## src/design/adc_seq_params.svh

```systemverilog
/*
  Register offsets, field positions, reset values and timing counts of the converter
  control and status block. Assumes inclusion by bare name from design files.
*/
`ifndef ADC_SEQ_PARAMS_SVH
`define ADC_SEQ_PARAMS_SVH

// ----------------------------------------------------------------
// Register byte offsets
// ----------------------------------------------------------------
`define OFS_CTRL 8'h20
`define OFS_CHEN 8'h24
`define OFS_CMP0 8'h28
`define OFS_CMP1 8'h2c
`define OFS_STAT 8'h30
`define OFS_RESULT 8'h38

// ----------------------------------------------------------------
// Control register fields
// ----------------------------------------------------------------
`define CTRL_FMT 31
`define CTRL_START 11
`define CTRL_DIFF 10
`define CTRL_DMA 9
`define CTRL_EXT_TRIGGER_ENABLE 8
`define CTRL_COND_HI 7
`define CTRL_COND_LO 6
`define CTRL_SRC_HI 5
`define CTRL_SRC_LO 4
`define CTRL_MODE_HI 3
`define CTRL_MODE_LO 2
`define CTRL_IE 1
`define CTRL_PWR 0
`define CTRL_MASK 32'h80000fff

// ----------------------------------------------------------------
// Channel enable and compare fields
// ----------------------------------------------------------------
`define CHEN_MASK 32'h000003ff
`define CMP_MASK 32'h0fff0f3f
`define CMP_DATA_HI 27
`define CMP_DATA_LO 16
`define CMP_CNT_HI 11
`define CMP_CNT_LO 8
`define CMP_CH_HI 5
`define CMP_CH_LO 3
`define CMP_COND 2
`define CMP_IE 1
`define CMP_EN 0

// ----------------------------------------------------------------
// Status fields, encodings and timing
// ----------------------------------------------------------------
`define STAT_BUSY 3
`define STAT_CF1 2
`define STAT_CF0 1
`define STAT_ADF 0
`define SRC_PIN 2'h0
`define TRIG_HOLD_CLKS 4'h8
`define RESET_WORD 32'h00000000
`define RESP_OKAY 2'h0
`define RESP_SLVERR 2'h2

`endif

```

## src/design/adc_seq_pkg.sv

```systemverilog
/*
  Types of the converter control block. Assumes nothing of its surroundings.
*/
package adc_seq_pkg;
  typedef enum logic [1:0] {
    MODE_SINGLE = 2'h0,
    MODE_RSVD = 2'h1,
    MODE_SCAN_ONCE = 2'h2,
    MODE_SCAN_CONT = 2'h3
  } op_mode_t;
  typedef enum logic [1:0] {
    TRIG_LOW = 2'h0,
    TRIG_HIGH = 2'h1,
    TRIG_FALL = 2'h2,
    TRIG_RISE = 2'h3
  } trig_cond_t;
endpackage

```

## src/design/adc_seq_top.sv

```systemverilog
/*
  Converter control and status logic behind an AXI4-Lite slave: mode, trigger,
  channel enables, compare monitors, status, DMA request and interrupt.
  Assumes a converter core that takes a start pulse with a channel and returns
  a one-cycle done pulse with a 12-bit result.
*/
`timescale 1ns/1ps
`include "adc_seq_params.svh"

module adc_seq_top (
  input wire logic aclk,
  input wire logic aresetn,
  input wire logic [7:0] s_axi_awaddr,
  input wire logic s_axi_awvalid,
  output logic s_axi_awready,
  input wire logic [31:0] s_axi_wdata,
  input wire logic [3:0] s_axi_wstrb,
  input wire logic s_axi_wvalid,
  output logic s_axi_wready,
  output logic [1:0] s_axi_bresp,
  output logic s_axi_bvalid,
  input wire logic s_axi_bready,
  input wire logic [7:0] s_axi_araddr,
  input wire logic s_axi_arvalid,
  output logic s_axi_arready,
  output logic [31:0] s_axi_rdata,
  output logic [1:0] s_axi_rresp,
  output logic s_axi_rvalid,
  input wire logic s_axi_rready,
  input wire logic ext_trigger_pin,
  output logic conv_start,
  output logic [2:0] conv_channel,
  output logic conv_differential,
  output logic [1:0] ch7_source_select,
  output logic converter_power_enable,
  input wire logic conv_done,
  input wire logic [11:0] conv_result,
  output logic dma_request,
  output logic converter_irq
);
  logic [31:0] converter_control_reg;
  logic [31:0] channel_enable_reg;
  logic [31:0] compare_monitor_zero;
  logic [31:0] compare_monitor_one;
  logic [7:0] valid_r;
  logic [7:0] overrun_r;
  logic [11:0] last_result_r;
  logic conversion_end_flag;
  logic compare_flag_zero;
  logic compare_flag_one;
  logic [2:0] chan_r;
  logic in_flight_r;
  logic [3:0] trig_cnt_r;
  logic trig_level_r;
  logic trig_stable_r;
  logic trig_prev_r;
  logic trig_armed_r;
  logic aw_held_r;
  logic w_held_r;
  logic [7:0] aw_addr_r;
  logic [31:0] w_data_r;
  logic [3:0] w_strb_r;
  logic wr_go;
  logic rd_go;
  logic [31:0] wmask;
  logic [7:0] chan_mask;
  logic [2:0] next_ch;
  logic last_in_scan;
  logic trig_fire;
  logic conversion_start_bit;
  adc_seq_pkg::op_mode_t mode;
  adc_seq_pkg::trig_cond_t tcond;

  // ----------------------------------------------------------------
  // Helpers
  // ----------------------------------------------------------------
  // Expands byte strobes to a bit mask
  function automatic logic [31:0] strb_mask(input logic [3:0] s);
    strb_mask = {{8{s[3]}}, {8{s[2]}}, {8{s[1]}}, {8{s[0]}}};
  endfunction

  // Next enabled channel strictly after cur, wrapping; cur if none other
  function automatic logic [2:0] next_enabled(input logic [7:0] m, input logic [2:0] cur);
    logic [2:0] c;
    next_enabled = cur;
    for (int i = 7; i >= 1; i--) begin
      c = 3'(cur + 3'(i));
      if (m[c]) begin
        next_enabled = c;
      end
    end
  endfunction

  assign mode = adc_seq_pkg::op_mode_t'(converter_control_reg[`CTRL_MODE_HI:`CTRL_MODE_LO]);
  assign tcond = adc_seq_pkg::trig_cond_t'(converter_control_reg[`CTRL_COND_HI:`CTRL_COND_LO]);
  assign conversion_start_bit = converter_control_reg[`CTRL_START];

  // channel enables; odd channels dropped in differential mode
  assign chan_mask = converter_control_reg[`CTRL_DIFF] ?
                     (channel_enable_reg[7:0] & 8'h55) : channel_enable_reg[7:0];
  assign next_ch = next_enabled(chan_mask, chan_r);
  assign last_in_scan = (next_ch <= chan_r);

  // ----------------------------------------------------------------
  // AXI4-Lite slave
  // ----------------------------------------------------------------
  assign wr_go = aw_held_r && w_held_r && !s_axi_bvalid;
  assign rd_go = s_axi_arvalid && s_axi_arready;
  assign wmask = strb_mask(w_strb_r);

  // Address and data captured in either order
  always_ff @(posedge aclk) begin
    if (!aresetn) begin
      aw_held_r <= 1'b0;
      w_held_r <= 1'b0;
      aw_addr_r <= 8'h00;
      w_data_r <= `RESET_WORD;
      w_strb_r <= 4'h0;
      s_axi_awready <= 1'b0;
      s_axi_wready <= 1'b0;
    end else begin
      s_axi_awready <= !aw_held_r && !s_axi_awready && s_axi_awvalid;
      s_axi_wready <= !w_held_r && !s_axi_wready && s_axi_wvalid;
      if (s_axi_awvalid && s_axi_awready) begin
        aw_held_r <= 1'b1;
        aw_addr_r <= s_axi_awaddr;
      end else if (wr_go) begin
        aw_held_r <= 1'b0;
      end
      if (s_axi_wvalid && s_axi_wready) begin
        w_held_r <= 1'b1;
        w_data_r <= s_axi_wdata;
        w_strb_r <= s_axi_wstrb;
      end else if (wr_go) begin
        w_held_r <= 1'b0;
      end
    end
  end

  // Write response
  always_ff @(posedge aclk) begin
    if (!aresetn) begin
      s_axi_bvalid <= 1'b0;
      s_axi_bresp <= `RESP_OKAY;
    end else if (wr_go) begin
      s_axi_bvalid <= 1'b1;
      s_axi_bresp <= (aw_addr_r inside {`OFS_CTRL, `OFS_CHEN, `OFS_CMP0, `OFS_CMP1,
                      `OFS_STAT}) ? `RESP_OKAY : `RESP_SLVERR;
    end else if (s_axi_bready) begin
      s_axi_bvalid <= 1'b0;
    end
  end

  // Read channel; status read is side-effect free
  always_ff @(posedge aclk) begin
    if (!aresetn) begin
      s_axi_arready <= 1'b0;
      s_axi_rvalid <= 1'b0;
      s_axi_rdata <= `RESET_WORD;
      s_axi_rresp <= `RESP_OKAY;
    end else begin
      s_axi_arready <= !s_axi_arready && !s_axi_rvalid && s_axi_arvalid;
      if (rd_go) begin
        s_axi_rvalid <= 1'b1;
        s_axi_rresp <= `RESP_OKAY;
        unique case (s_axi_araddr)
          `OFS_CTRL: s_axi_rdata <= converter_control_reg;
          `OFS_CHEN: s_axi_rdata <= channel_enable_reg;
          `OFS_CMP0: s_axi_rdata <= compare_monitor_zero;
          `OFS_CMP1: s_axi_rdata <= compare_monitor_one;
          `OFS_STAT: s_axi_rdata <= {8'h00, overrun_r, valid_r, 1'b0, chan_r,
                                     conversion_start_bit, compare_flag_one,
                                     compare_flag_zero, conversion_end_flag};
          `OFS_RESULT: s_axi_rdata <= {20'h00000, last_result_r};
          default: begin
            s_axi_rdata <= `RESET_WORD;
            s_axi_rresp <= `RESP_SLVERR;
          end
        endcase
      end else if (s_axi_rready) begin
        s_axi_rvalid <= 1'b0;
      end
    end
  end

  // ----------------------------------------------------------------
  // Configuration registers
  // ----------------------------------------------------------------
  // Plain read-write words; reserved bits held at zero
  always_ff @(posedge aclk) begin
    if (!aresetn) begin
      channel_enable_reg <= `RESET_WORD;
      compare_monitor_zero <= `RESET_WORD;
      compare_monitor_one <= `RESET_WORD;
    end else if (wr_go) begin
      if (aw_addr_r == `OFS_CHEN) begin
        channel_enable_reg <= (channel_enable_reg & ~wmask) | (w_data_r & wmask & `CHEN_MASK);
      end
      if (aw_addr_r == `OFS_CMP0) begin
        compare_monitor_zero <= (compare_monitor_zero & ~wmask) |
                                (w_data_r & wmask & `CMP_MASK);
      end
      if (aw_addr_r == `OFS_CMP1) begin
        compare_monitor_one <= (compare_monitor_one & ~wmask) |
                               (w_data_r & wmask & `CMP_MASK);
      end
    end
  end

  // Control word; start bit also set by trigger, cleared after a single conversion or a one-pass scan
  always_ff @(posedge aclk) begin
    if (!aresetn) begin
      converter_control_reg <= `RESET_WORD;
    end else begin
      if (wr_go && aw_addr_r == `OFS_CTRL) begin
        converter_control_reg <= (converter_control_reg & ~wmask) |
                                 (w_data_r & wmask & `CTRL_MASK);
      end
      if (trig_fire) begin
        converter_control_reg[`CTRL_START] <= 1'b1;
      end else if (conv_done && in_flight_r && mode != adc_seq_pkg::MODE_SCAN_CONT &&
                   (mode == adc_seq_pkg::MODE_SINGLE || last_in_scan)) begin
        converter_control_reg[`CTRL_START] <= 1'b0;
      end
    end
  end

  // ----------------------------------------------------------------
  // External trigger
  // ----------------------------------------------------------------
  // level must stand eight clocks before it counts
  // Edge history primed on first settle: an idle-high pin gives no false edge
  always_ff @(posedge aclk) begin
    if (!aresetn) begin
      trig_level_r <= 1'b0;
      trig_cnt_r <= 4'h0;
      trig_stable_r <= 1'b0;
      trig_prev_r <= 1'b0;
      trig_armed_r <= 1'b0;
    end else begin
      trig_level_r <= ext_trigger_pin;
      trig_prev_r <= trig_armed_r ? trig_stable_r : trig_level_r;
      if (ext_trigger_pin != trig_level_r) begin
        trig_cnt_r <= 4'h1;
      end else if (trig_cnt_r != `TRIG_HOLD_CLKS) begin
        trig_cnt_r <= trig_cnt_r + 4'h1;
      end else begin
        trig_stable_r <= trig_level_r;
        trig_armed_r <= 1'b1;
      end
    end
  end

  // only enabled, pin source, single-cycle scan, idle
  always_comb begin
    trig_fire = 1'b0;
    if (converter_control_reg[`CTRL_EXT_TRIGGER_ENABLE] && mode == adc_seq_pkg::MODE_SCAN_ONCE &&
        converter_control_reg[`CTRL_SRC_HI:`CTRL_SRC_LO] == `SRC_PIN &&
        !conversion_start_bit && trig_cnt_r == `TRIG_HOLD_CLKS) begin
      unique case (tcond)
        adc_seq_pkg::TRIG_LOW: trig_fire = !trig_level_r;
        adc_seq_pkg::TRIG_HIGH: trig_fire = trig_level_r;
        adc_seq_pkg::TRIG_FALL: trig_fire = trig_armed_r && trig_prev_r && !trig_stable_r;
        adc_seq_pkg::TRIG_RISE: trig_fire = trig_armed_r && !trig_prev_r && trig_stable_r;
      endcase
    end
  end

  // ----------------------------------------------------------------
  // Sequencer and converter handshake
  // ----------------------------------------------------------------
  // channel pointer; reserved mode never starts
  always_ff @(posedge aclk) begin
    if (!aresetn) begin
      chan_r <= 3'h0;
      in_flight_r <= 1'b0;
      conv_start <= 1'b0;
    end else begin
      conv_start <= 1'b0;
      if (conv_done && in_flight_r) begin
        in_flight_r <= 1'b0;
        if (mode != adc_seq_pkg::MODE_SINGLE) begin
          chan_r <= next_ch;
        end
      end else if (!in_flight_r && !conv_start && conversion_start_bit &&
                   mode != adc_seq_pkg::MODE_RSVD && chan_mask != 8'h00) begin
        if (!chan_mask[chan_r]) begin
          chan_r <= next_ch;
        end else begin
          in_flight_r <= 1'b1;
          conv_start <= 1'b1;
        end
      end else if (!conversion_start_bit && !chan_mask[chan_r] && chan_mask != 8'h00) begin
        chan_r <= next_ch;
      end
    end
  end

  // Converter-facing static controls
  always_ff @(posedge aclk) begin
    if (!aresetn) begin
      conv_channel <= 3'h0;
      conv_differential <= 1'b0;
      ch7_source_select <= 2'h0;
      converter_power_enable <= 1'b0;
    end else begin
      conv_channel <= chan_r;
      conv_differential <= converter_control_reg[`CTRL_DIFF];
      ch7_source_select <= channel_enable_reg[9:8];
      converter_power_enable <= converter_control_reg[`CTRL_PWR];
    end
  end

  // valid and overrun per channel; result lands on the converted channel, the pair's even one in differential mode
  always_ff @(posedge aclk) begin
    if (!aresetn) begin
      valid_r <= 8'h00;
      overrun_r <= 8'h00;
      last_result_r <= 12'h000;
    end else if (conv_done && in_flight_r) begin
      valid_r[chan_r] <= 1'b1;
      overrun_r[chan_r] <= valid_r[chan_r];
      last_result_r <= conv_result;
    end else if (rd_go && s_axi_araddr == `OFS_RESULT) begin
      valid_r <= 8'h00;
      overrun_r <= 8'h00;
    end
  end

  // one request pulse per loaded result
  always_ff @(posedge aclk) begin
    if (!aresetn) begin
      dma_request <= 1'b0;
    end else begin
      dma_request <= conv_done && in_flight_r && converter_control_reg[`CTRL_DMA];
    end
  end

  // ----------------------------------------------------------------
  // Flags and interrupt
  // ----------------------------------------------------------------
  // end flag; set wins over write-one clear
  always_ff @(posedge aclk) begin
    if (!aresetn) begin
      conversion_end_flag <= 1'b0;
    end else if (conv_done && in_flight_r &&
                 (mode == adc_seq_pkg::MODE_SINGLE || last_in_scan)) begin
      conversion_end_flag <= 1'b1;
    end else if (wr_go && aw_addr_r == `OFS_STAT && w_strb_r[0] && w_data_r[`STAT_ADF]) begin
      conversion_end_flag <= 1'b0;
    end
  end

  compare_monitor mon_zero (
    .aclk(aclk),
    .aresetn(aresetn),
    .cfg(compare_monitor_zero),
    .signed_fmt(converter_control_reg[`CTRL_FMT]),
    .load_strobe(conv_done && in_flight_r),
    .load_channel(chan_r),
    .load_value(conv_result),
    .flag_clear(wr_go && aw_addr_r == `OFS_STAT && w_strb_r[0] && w_data_r[`STAT_CF0]),
    .flag(compare_flag_zero)
  );
  compare_monitor mon_one (
    .aclk(aclk),
    .aresetn(aresetn),
    .cfg(compare_monitor_one),
    .signed_fmt(converter_control_reg[`CTRL_FMT]),
    .load_strobe(conv_done && in_flight_r),
    .load_channel(chan_r),
    .load_value(conv_result),
    .flag_clear(wr_go && aw_addr_r == `OFS_STAT && w_strb_r[0] && w_data_r[`STAT_CF1]),
    .flag(compare_flag_one)
  );

  always_ff @(posedge aclk) begin
    if (!aresetn) begin
      converter_irq <= 1'b0;
    end else begin
      converter_irq <= (conversion_end_flag && converter_control_reg[`CTRL_IE]) ||
                       (compare_flag_zero && compare_monitor_zero[`CMP_IE]) ||
                       (compare_flag_one && compare_monitor_one[`CMP_IE]);
    end
  end
endmodule

```

## src/design/compare_monitor.sv

```systemverilog
/*
  One compare monitor: match counter and sticky flag.
  Assumes result strobes are one-cycle pulses synchronous to aclk.
*/
`timescale 1ns/1ps
`include "adc_seq_params.svh"

module compare_monitor (
  input wire logic aclk,
  input wire logic aresetn,
  input wire logic [31:0] cfg,
  input wire logic signed_fmt,
  input wire logic load_strobe,
  input wire logic [2:0] load_channel,
  input wire logic [11:0] load_value,
  input wire logic flag_clear,
  output logic flag
);
  logic [3:0] match_cnt_r;
  logic hit;
  logic sel;
  logic [11:0] ref_val;

  // ----------------------------------------------------------------
  // Compare decision
  // ----------------------------------------------------------------
  // signed or unsigned compare
  always_comb begin
    ref_val = cfg[`CMP_DATA_HI:`CMP_DATA_LO];
    if (signed_fmt) begin
      hit = ($signed(load_value) >= $signed(ref_val)) == cfg[`CMP_COND];
    end else begin
      hit = (load_value >= ref_val) == cfg[`CMP_COND];
    end
  end

  assign sel = cfg[`CMP_EN] && load_strobe &&
               (load_channel == cfg[`CMP_CH_HI:`CMP_CH_LO]);

  always_ff @(posedge aclk) begin
    if (!aresetn) begin
      match_cnt_r <= 4'h0;
    end else if (sel) begin
      if (!hit) begin
        match_cnt_r <= 4'h0;
      end else if (match_cnt_r != 4'hf) begin
        match_cnt_r <= match_cnt_r + 4'h1;
      end
    end
  end

  // flag at target plus one; set beats clear
  always_ff @(posedge aclk) begin
    if (!aresetn) begin
      flag <= 1'b0;
    end else if (sel && hit &&
                 ({1'b0, match_cnt_r} + 5'h1 >= {1'b0, cfg[`CMP_CNT_HI:`CMP_CNT_LO]} + 5'h1)) begin
      flag <= 1'b1;
    end else if (flag_clear) begin
      flag <= 1'b0;
    end
  end
endmodule

```

## config.mk

```make
export PLATFORM = sky130hd
export DESIGN_NAME = adc_seq_top
export DESIGN_NICKNAME = d
export VERILOG_FILES = /design/src/design/adc_seq_pkg.sv /design/src/design/adc_seq_top.sv /design/src/design/compare_monitor.sv
export VERILOG_INCLUDE_DIRS = /design/src /design/src/design
export SDC_FILE = /design/constraint.sdc
export NUM_CORES = 1
export LEC_CHECK = 0
export ABC_AREA = 1
export BUFFER_PORTS_ARGS = -buffer_cell sky130_fd_sc_hd__buf_2
export CAP_MARGIN = 10
export CORE_ASPECT_RATIO = 1.2
export CORE_UTILIZATION = 30
export CTS_CLUSTER_DIAMETER = 40
export CTS_CLUSTER_SIZE = 10
export DETAILED_ROUTE_END_ITERATION = 16
export PLACE_DENSITY_LB_ADDON = 0.08
export SETUP_SLACK_MARGIN = 0.02
export SLEW_MARGIN = 20
export SYNTH_ARGS = -nofsm -noshare
export SYNTH_HDL_FRONTEND = slang
export SYNTH_SLANG_ARGS = --single-unit
```

## constraint.sdc

```tcl
create_clock -name aclk -period 6.9 [get_ports aclk]
set_input_delay 0.69 -clock aclk [delete_from_list [all_inputs] [get_ports aclk]]
set_output_delay 0.69 -clock aclk [all_outputs]
set_load 0.02 [all_outputs]
```

# Yosys cells after proc, flatten, opt, wreduce, memory -nomap -nowiden

Cells that the tools add are included.

Register bits after elaboration: 276
Output and inout port bits: 51
Logic and storage cells: 281
Input bits: 73

Reduce and logical (&&, ||, !) cells: 95
Equality and inequality tests: 32
$lt $le $gt $ge: 16
Multiplexer cells: 68
Add/subtract/negate cells: 14
Bitwise logic cells: 15

Operator list:

| operator                                           | number |
|---|---|
| one-hot mux 32 bit (6 select lines)                | 1 |
| bitwise AND 32 bit                                 | 5 |
| == test 8 x 6 -> 1 bit, second input constant      | 11 |
| OR 32 x 28 -> 32 bit                               | 2 |
| logical AND 1 bit                                  | 49 |
| >= comparator 12 bit                               | 4 |
| two-way mux 3 bit                                  | 12 |
| < comparator 3 x 4 -> 1 bit, second input constant | 8 |
| two-way mux 1 bit                                  | 32 |
| two-way mux 8 bit                                  | 4 |
| inverter 32 bit                                    | 1 |
| OR 32 x 10 -> 32 bit                               | 1 |
| OR 32 bit                                          | 1 |
| binary-select mux 1 bit (select 3 bit)             | 9 |
| adder 4 x 1 -> 5 bit, second input constant        | 4 |
| nonzero test 2 bit                                 | 10 |
| two-way mux 4 bit                                  | 4 |
| logical NOT 1 bit                                  | 14 |
| AND reduction 2 bit                                | 7 |
| adder 3 bit, second input constant                 | 4 |
| adder 4 x 1 -> 4 bit, second input constant        | 3 |
| two-way mux 12 bit                                 | 1 |
| inequality test 4 bit, second input constant       | 3 |
| >= comparator 5 bit                                | 2 |
| other kinds (28)                                   | 48 |

# Longest topological paths before layout

Depth in word-level cells: 15
Mapped depth: 26
Depth with buffers taken out: 24

# Hierarchy

A second synthesis with hierarchy kept.

Cells, all modules: 1,706
Area, all modules: 12,484.5 µm²

By module, submodules not included:

| module          | area each (µm²) | cells an instance | sequential area each (µm²) | times used |
|---|---|---|---|---|
| adc_seq_top     | 10,612.7        | 1,430             | 5,144.9                    | 1 |
| compare_monitor | 935.9           | 138               | 100.1                      | 2 |

# Worst setup path after synthesis

Ideal clock, no wire load.

Path kind: reg2reg
Start: register chan_r[0]
End: register converter_control_reg[11]
Cell stages (with the launch flop): 26
Arrival time: 2.864 ns
Period minus slack after synthesis: 2.997 ns
Setup time: 0.132 ns
Buffers on the path: 2
Data required time: 6.768 ns
Setup slack: 3.903 ns
Path through: dfxtp_1 buf_6 inv_8 buf_8 ha_1 inv_1 nand3_1 nand3_1 nand2_1 nor2b_1 nand2_1 nand3_1 nand2_1 nand2_1 nand2_1 nand2_1 inv_1 ha_1 nand2_1 nor2_1 a211oi_1 nor2_1 nor2_1 o21ai_0 o211ai_1 a21oi_1

Longest elaborated chain between the ends: 15
Elaborated cells on any way between the ends: 34
Classes of those cells: 7 x add/sub; 1 x order compare; 23 x mux; 3 x reduce/logical

Ends and longest elaborated chain:

| item                                    | RTL line           | RTL |
|---|---|---|
| from (decl)                             | adc_seq_top.sv:51  | `logic [2:0] chan_r;` |
| from (signal assigned)                  | adc_seq_top.sv:283 | `chan_r <= next_ch;` |
| from (signal assigned)                  | adc_seq_top.sv:288 | `chan_r <= next_ch;` |
| from (signal assigned)                  | adc_seq_top.sv:294 | `chan_r <= next_ch;` |
| adder 3 bit                             | adc_seq_top.sv:87  | `c = 3'(cur + 3'(i));` |
| binary-select mux 1 bit (select 3 bit)  | adc_seq_top.sv:88  | `if (m[c]) begin` |
| two-way mux 1 bit (implied by the code) | adc_seq_top.sv:88  |  |
| two-way mux 3 bit (6 in series)         | adc_seq_top.sv:88  |  |
| two-way mux 3 bit (*)                   | adc_seq_top.sv:88  |  |
| named net next_ch[2]                    | adc_seq_top.sv:67  | `logic [2:0] next_ch;` |
| <= comparator 3 bit (*)                 | adc_seq_top.sv:102 | `assign last_in_scan = (next_ch <= chan_r);` |
| logical OR 1 bit (*)                    | adc_seq_top.sv:222 | `(mode == adc_seq_pkg::MODE_SINGLE \|\| last_in_scan)) begin` |
| logical AND 1 bit (*)                   | adc_seq_top.sv:221 | `end else if (conv_done && in_flight_r && mode != adc_seq_pkg::MODE_SCAN_CONT &&` |
| two-way mux 1 bit                       | adc_seq_top.sv:221 |  |
| two-way mux 1 bit                       | adc_seq_top.sv:219 | `if (trig_fire) begin` |
| to (signal assigned)                    | adc_seq_top.sv:213 | `` converter_control_reg <= `RESET_WORD; `` |
| to (signal assigned)                    | adc_seq_top.sv:216 | `converter_control_reg <= (converter_control_reg & ~wmask) \|` |
| to (decl)                               | adc_seq_top.sv:41  | `logic [31:0] converter_control_reg;` |

Mark *: on every way through the listed nets, which the timed path passes. The rest lies on a longest branch. The select of a mux whose other input is x is not followed.
A chain may end at the register's enable or synchronous reset.

# Worst setup path in the final report

Start: register chan_r[1]
End: register converter_control_reg[11]

The elaborated chain is that of the path after synthesis.

==> metrics.md <==
| Metric | Value |
|---|---|
| Status | `complete, no violations` |
| Worst endpoint data arrival time | `4.27 ns` |
| Crit path top cell by count | `nand2_1` |
| Initial antenna violation count | `0` |
| Area leader, netlist | `dfxtp_1` |
| # clock sinks | `roughly 270` |
| Yosys cell types | `54` |
| Final min period | `3.86 ns` |
| Mapped cell area | `12200 um2` |
| Post-route insts no fill | `around 2300` |
| RSZ-0062 raised after global routing | `no` |
| Cell Pwr Density | `roughly 280 nW/um2` |
| Routability cong. | `between 0.8 and 0.9` |
| CP peak stage delay | `~0.52 ns` |
| Starting Density | `between 30% and 40%` |
| Maximum clock rate | `between 0.2 and 0.3 GHz` |
| Clk slew on worst S/H paths | `0.05 ns` |
| CP Class | `register to register` |
| Yosys reg bits | `267` |
| Final Hold Fails | `0` |
| Reg2reg start | `chan_r[1]$_SDFFE_PN0P_` |
| Critical path buffers and inverters | `4` |
| PostCTS Resize Cnt | `0` |
| Drt first pass iters | `5` |
| First DRT Iteration DRCs | `about 530` |
| Final worst slack | `3.04 ns` |
| TritonCTS buffer count | `48` |
| Clock skew | `just over 0.02 ns` |
| PortBufs | `114` |
| Clock Tree Root | `clkbuf_16` |
| Crit path cell chain | `buf_4, inv_1, ha_1, inv_1, nand3_1, nand3_1, nand2_1, nor2b_1, nand2_1, nand3_1, nand2_1, nand2_1, nand2_1, nand2_1, inv_1, ha_1, nand2_1, nor2_1, a211oi_1, nor2_1, nor2_1, o21ai_0, o211ai_1, a21oi_1` |
| Fin. max-slew vios | `0` |
| FP Rows | `80` |
| Critical path's slowest cell | `inv_1` |
| Routed vias | `roughly 11000` |
| Routed WL | `roughly 40000 um` |
| Placeable Area | `39900 um2` |
| Hold_buf cts | `0` |
| Boundary Pins | `124` |
| Post-synthesis sequential area ratio | `43.8%` |
| First-pass GRT wire length | `~62000 um` |
| # setup viols final | `0` |
| Main synth FF type | `dfxtp_1` |
| Setup TNS | `0 ns` |
| Grt total ovfl | `0` |
| Via density per instance | `4.82` |
| Setup crit end kind | `register` |
| Worst-case clock buffer depth | `3` |
| Layout Area Growth over Synthesis | `21.8%` |
| Fillers | `between 4000 and 5000` |
| Mapped Cells | `between 1500 and 2000` |
| Number of diodes | `0` |
| Layout cells sized above 1 | `between 10% and 20%` |
| Final #Nets | `roughly 1800` |
| Die area | `slightly above 40000 um2` |
| Total power | `4.22 mW` |
| Data required time of the critical path | `roughly 7.3 ns` |
| CP Launch Point | `chan_r[1]$_SDFFE_PN0P_` |
| Worst slew margin | `between 30% and 40%` |
| Yosys warns | `0` |
| Syn avg cell area | `around 7.6 um2` |
| Skew-Pair Late Insertion Delay | `around 0.56 ns` |
| Hold Startpoint | `ext_trigger_pin` |
| CP top delay family | `simple AND/OR/NAND/NOR gates` |
| Min-delay worst type | `input port to register` |
| Max VDD drop | `0.000164 V` |
| Most common cell after layout, fill and taps aside | `dfxtp_1` |
| Routed wire per std cell | `between 15 and 20 um` |
| Final Cycle Share | `between 50 and 60%` |
| Post-CTS Setup Inserts | `0` |
| Async S/R FF share, synth | `0%` |
| CTS tree | `done` |
| Total Routing Usage GR | `19.9%` |
| MaxCap Viol Count | `0` |
| Post-DP HPWL | `28800 um` |
| Critical path startpoint category | `register` |
| DP Cell Count | `around 2200` |
| Largest net degree at the start of global routing | `78` |
| Share of the synthesized area in the top cell type | `between 40 and 50%` |
| Commonest non-fill, non-tap cells in the layout | `267 x dfxtp_1, 235 x nand2_1, 218 x inv_1` |
| DIE HEIGHT | `between 200 and 250 um` |
| # DRC | `0` |
| Post-DRT Antenna Nets | `0` |
| CP Max Fanout | `17` |
| Place WS | `2.97 ns` |
| Die W | `approximately 190 um` |
| CTS H-tree depth | `2` |
| Tightest Pin Transition | `between 1 and 1.5 ns` |
| Post-layout util | `37.2%` |
| Leak | `about 6.4 nW` |
| Vias in the first global route | `10600` |
| Synth area leaders | `dfxtp_1 44%, a21oi_1 8.2%, nand2_1 7.3%` |
| Post-synth EDFFs | `0` |
==> synthesized netlist by cell type, types with 11 or more instances <==
master,n
dfxtp_1,267
nand2_1,236
inv_1,218
a21oi_1,199
o21ai_0,166
nand3_1,129
nor2_1,99
ha_1,49
clkbuf_1,38
nor3_1,14
buf_2,12
nand2_2,12
o22ai_1,12
a221oi_1,11
==> report_power, final <==
group | switching, mW | internal [mW] | total (mW)
clock | 0.849 | 1.65 | 2.50
combinational | 0.105 | 0.0462 | 0.151
sequential | 0.0118 | 1.56 | 1.57
total | 0.966 | 3.26 | 4.22
==> final cells by class <==
| class | count | area (um2) | area share, % |
|---|---|---|---|
| multi-input combinational | 1041 | 5610 | 37.7 |
| sequential | 267 | 5350 | 36.0 |
| clock buffer | 57 | 1340 | 8.99 |
| inverter | 229 | 867 | 5.83 |
| tap | 533 | 667 | 4.49 |
| timing repair buffer | 124 | 652 | 4.39 |
| clock inverter | 32 | 388 | 2.61 |
==> metal layers <==
| layer | up-vias | track usage, % | part of all wire (%) |
|---|---|---|---|
| met5 | - | 0 | 0 |
| met4 | 0 | 7.83 | 3.6 |
| met3 | 78 | 3.07 | 4.3 |
| met2 | 263 | 34.3 | 49 |
| met1 | 5102 | 24.5 | 43 |
| li1 | 5565 | - | - |
==> kinds of logic (layout without fill, tap and decap cells) <==
group	count (synthesis)	count (layout)	share of synthesized area, %
AOI/OAI and AO/OA	440	440	19.7
xor gates and xnor gates	16	16	1.27
adders and majority gates	49	49	5.03
buffers and inverters	302	442	10.3
DFF	267	267	43.8
other	1	2	0.0307
and+or+nand+nor	534	534	19.9
==> worst paths after layout <==
check	cells after the start	slack (ns)	end
hold / removal	3	0.36	trig_level_r$_SDFF_PN0_
hold reg to reg	2	0.43	compare_monitor_one[31]$_SDFFE_PN0P_
setup / recovery	24	3.04	converter_control_reg[11]$_SDFFE_PN0P_
setup reg to reg	24	3.04	converter_control_reg[11]$_SDFFE_PN0P_
==> worst register-to-register path, cell delays in order, from the launching register on <==
cell and delay (ns):
dfxtp_1 0.29, buf_4 0.19, inv_1 0.53, ha_1 0.46, inv_1 0.22, nand3_1 0.14, nand3_1 0.13, nand2_1 0.13
nor2b_1 0.13, nand2_1 0.07, nand3_1 0.07, nand2_1 0.05, nand2_1 0.06, nand2_1 0.05, nand2_1 0.08, inv_1 0.05
ha_1 0.29, nand2_1 0.08, nor2_1 0.04, a211oi_1 0.18, nor2_1 0.06, nor2_1 0.15, o21ai_0 0.12, o211ai_1 0.09
a21oi_1 0.08
==> metrics by stage <==
step | instance area (um2) | hold WS [ns]
CTS | 14900 | 0.330
global route | 14900 | 0.362
global placement | 13100 | 0.421
detailed placement | 13100 | 0.425
finish | 14900 | 0.359
floorplan | 12200 | 0.407
Note: power is estimated with default switching activity, not from simulation.
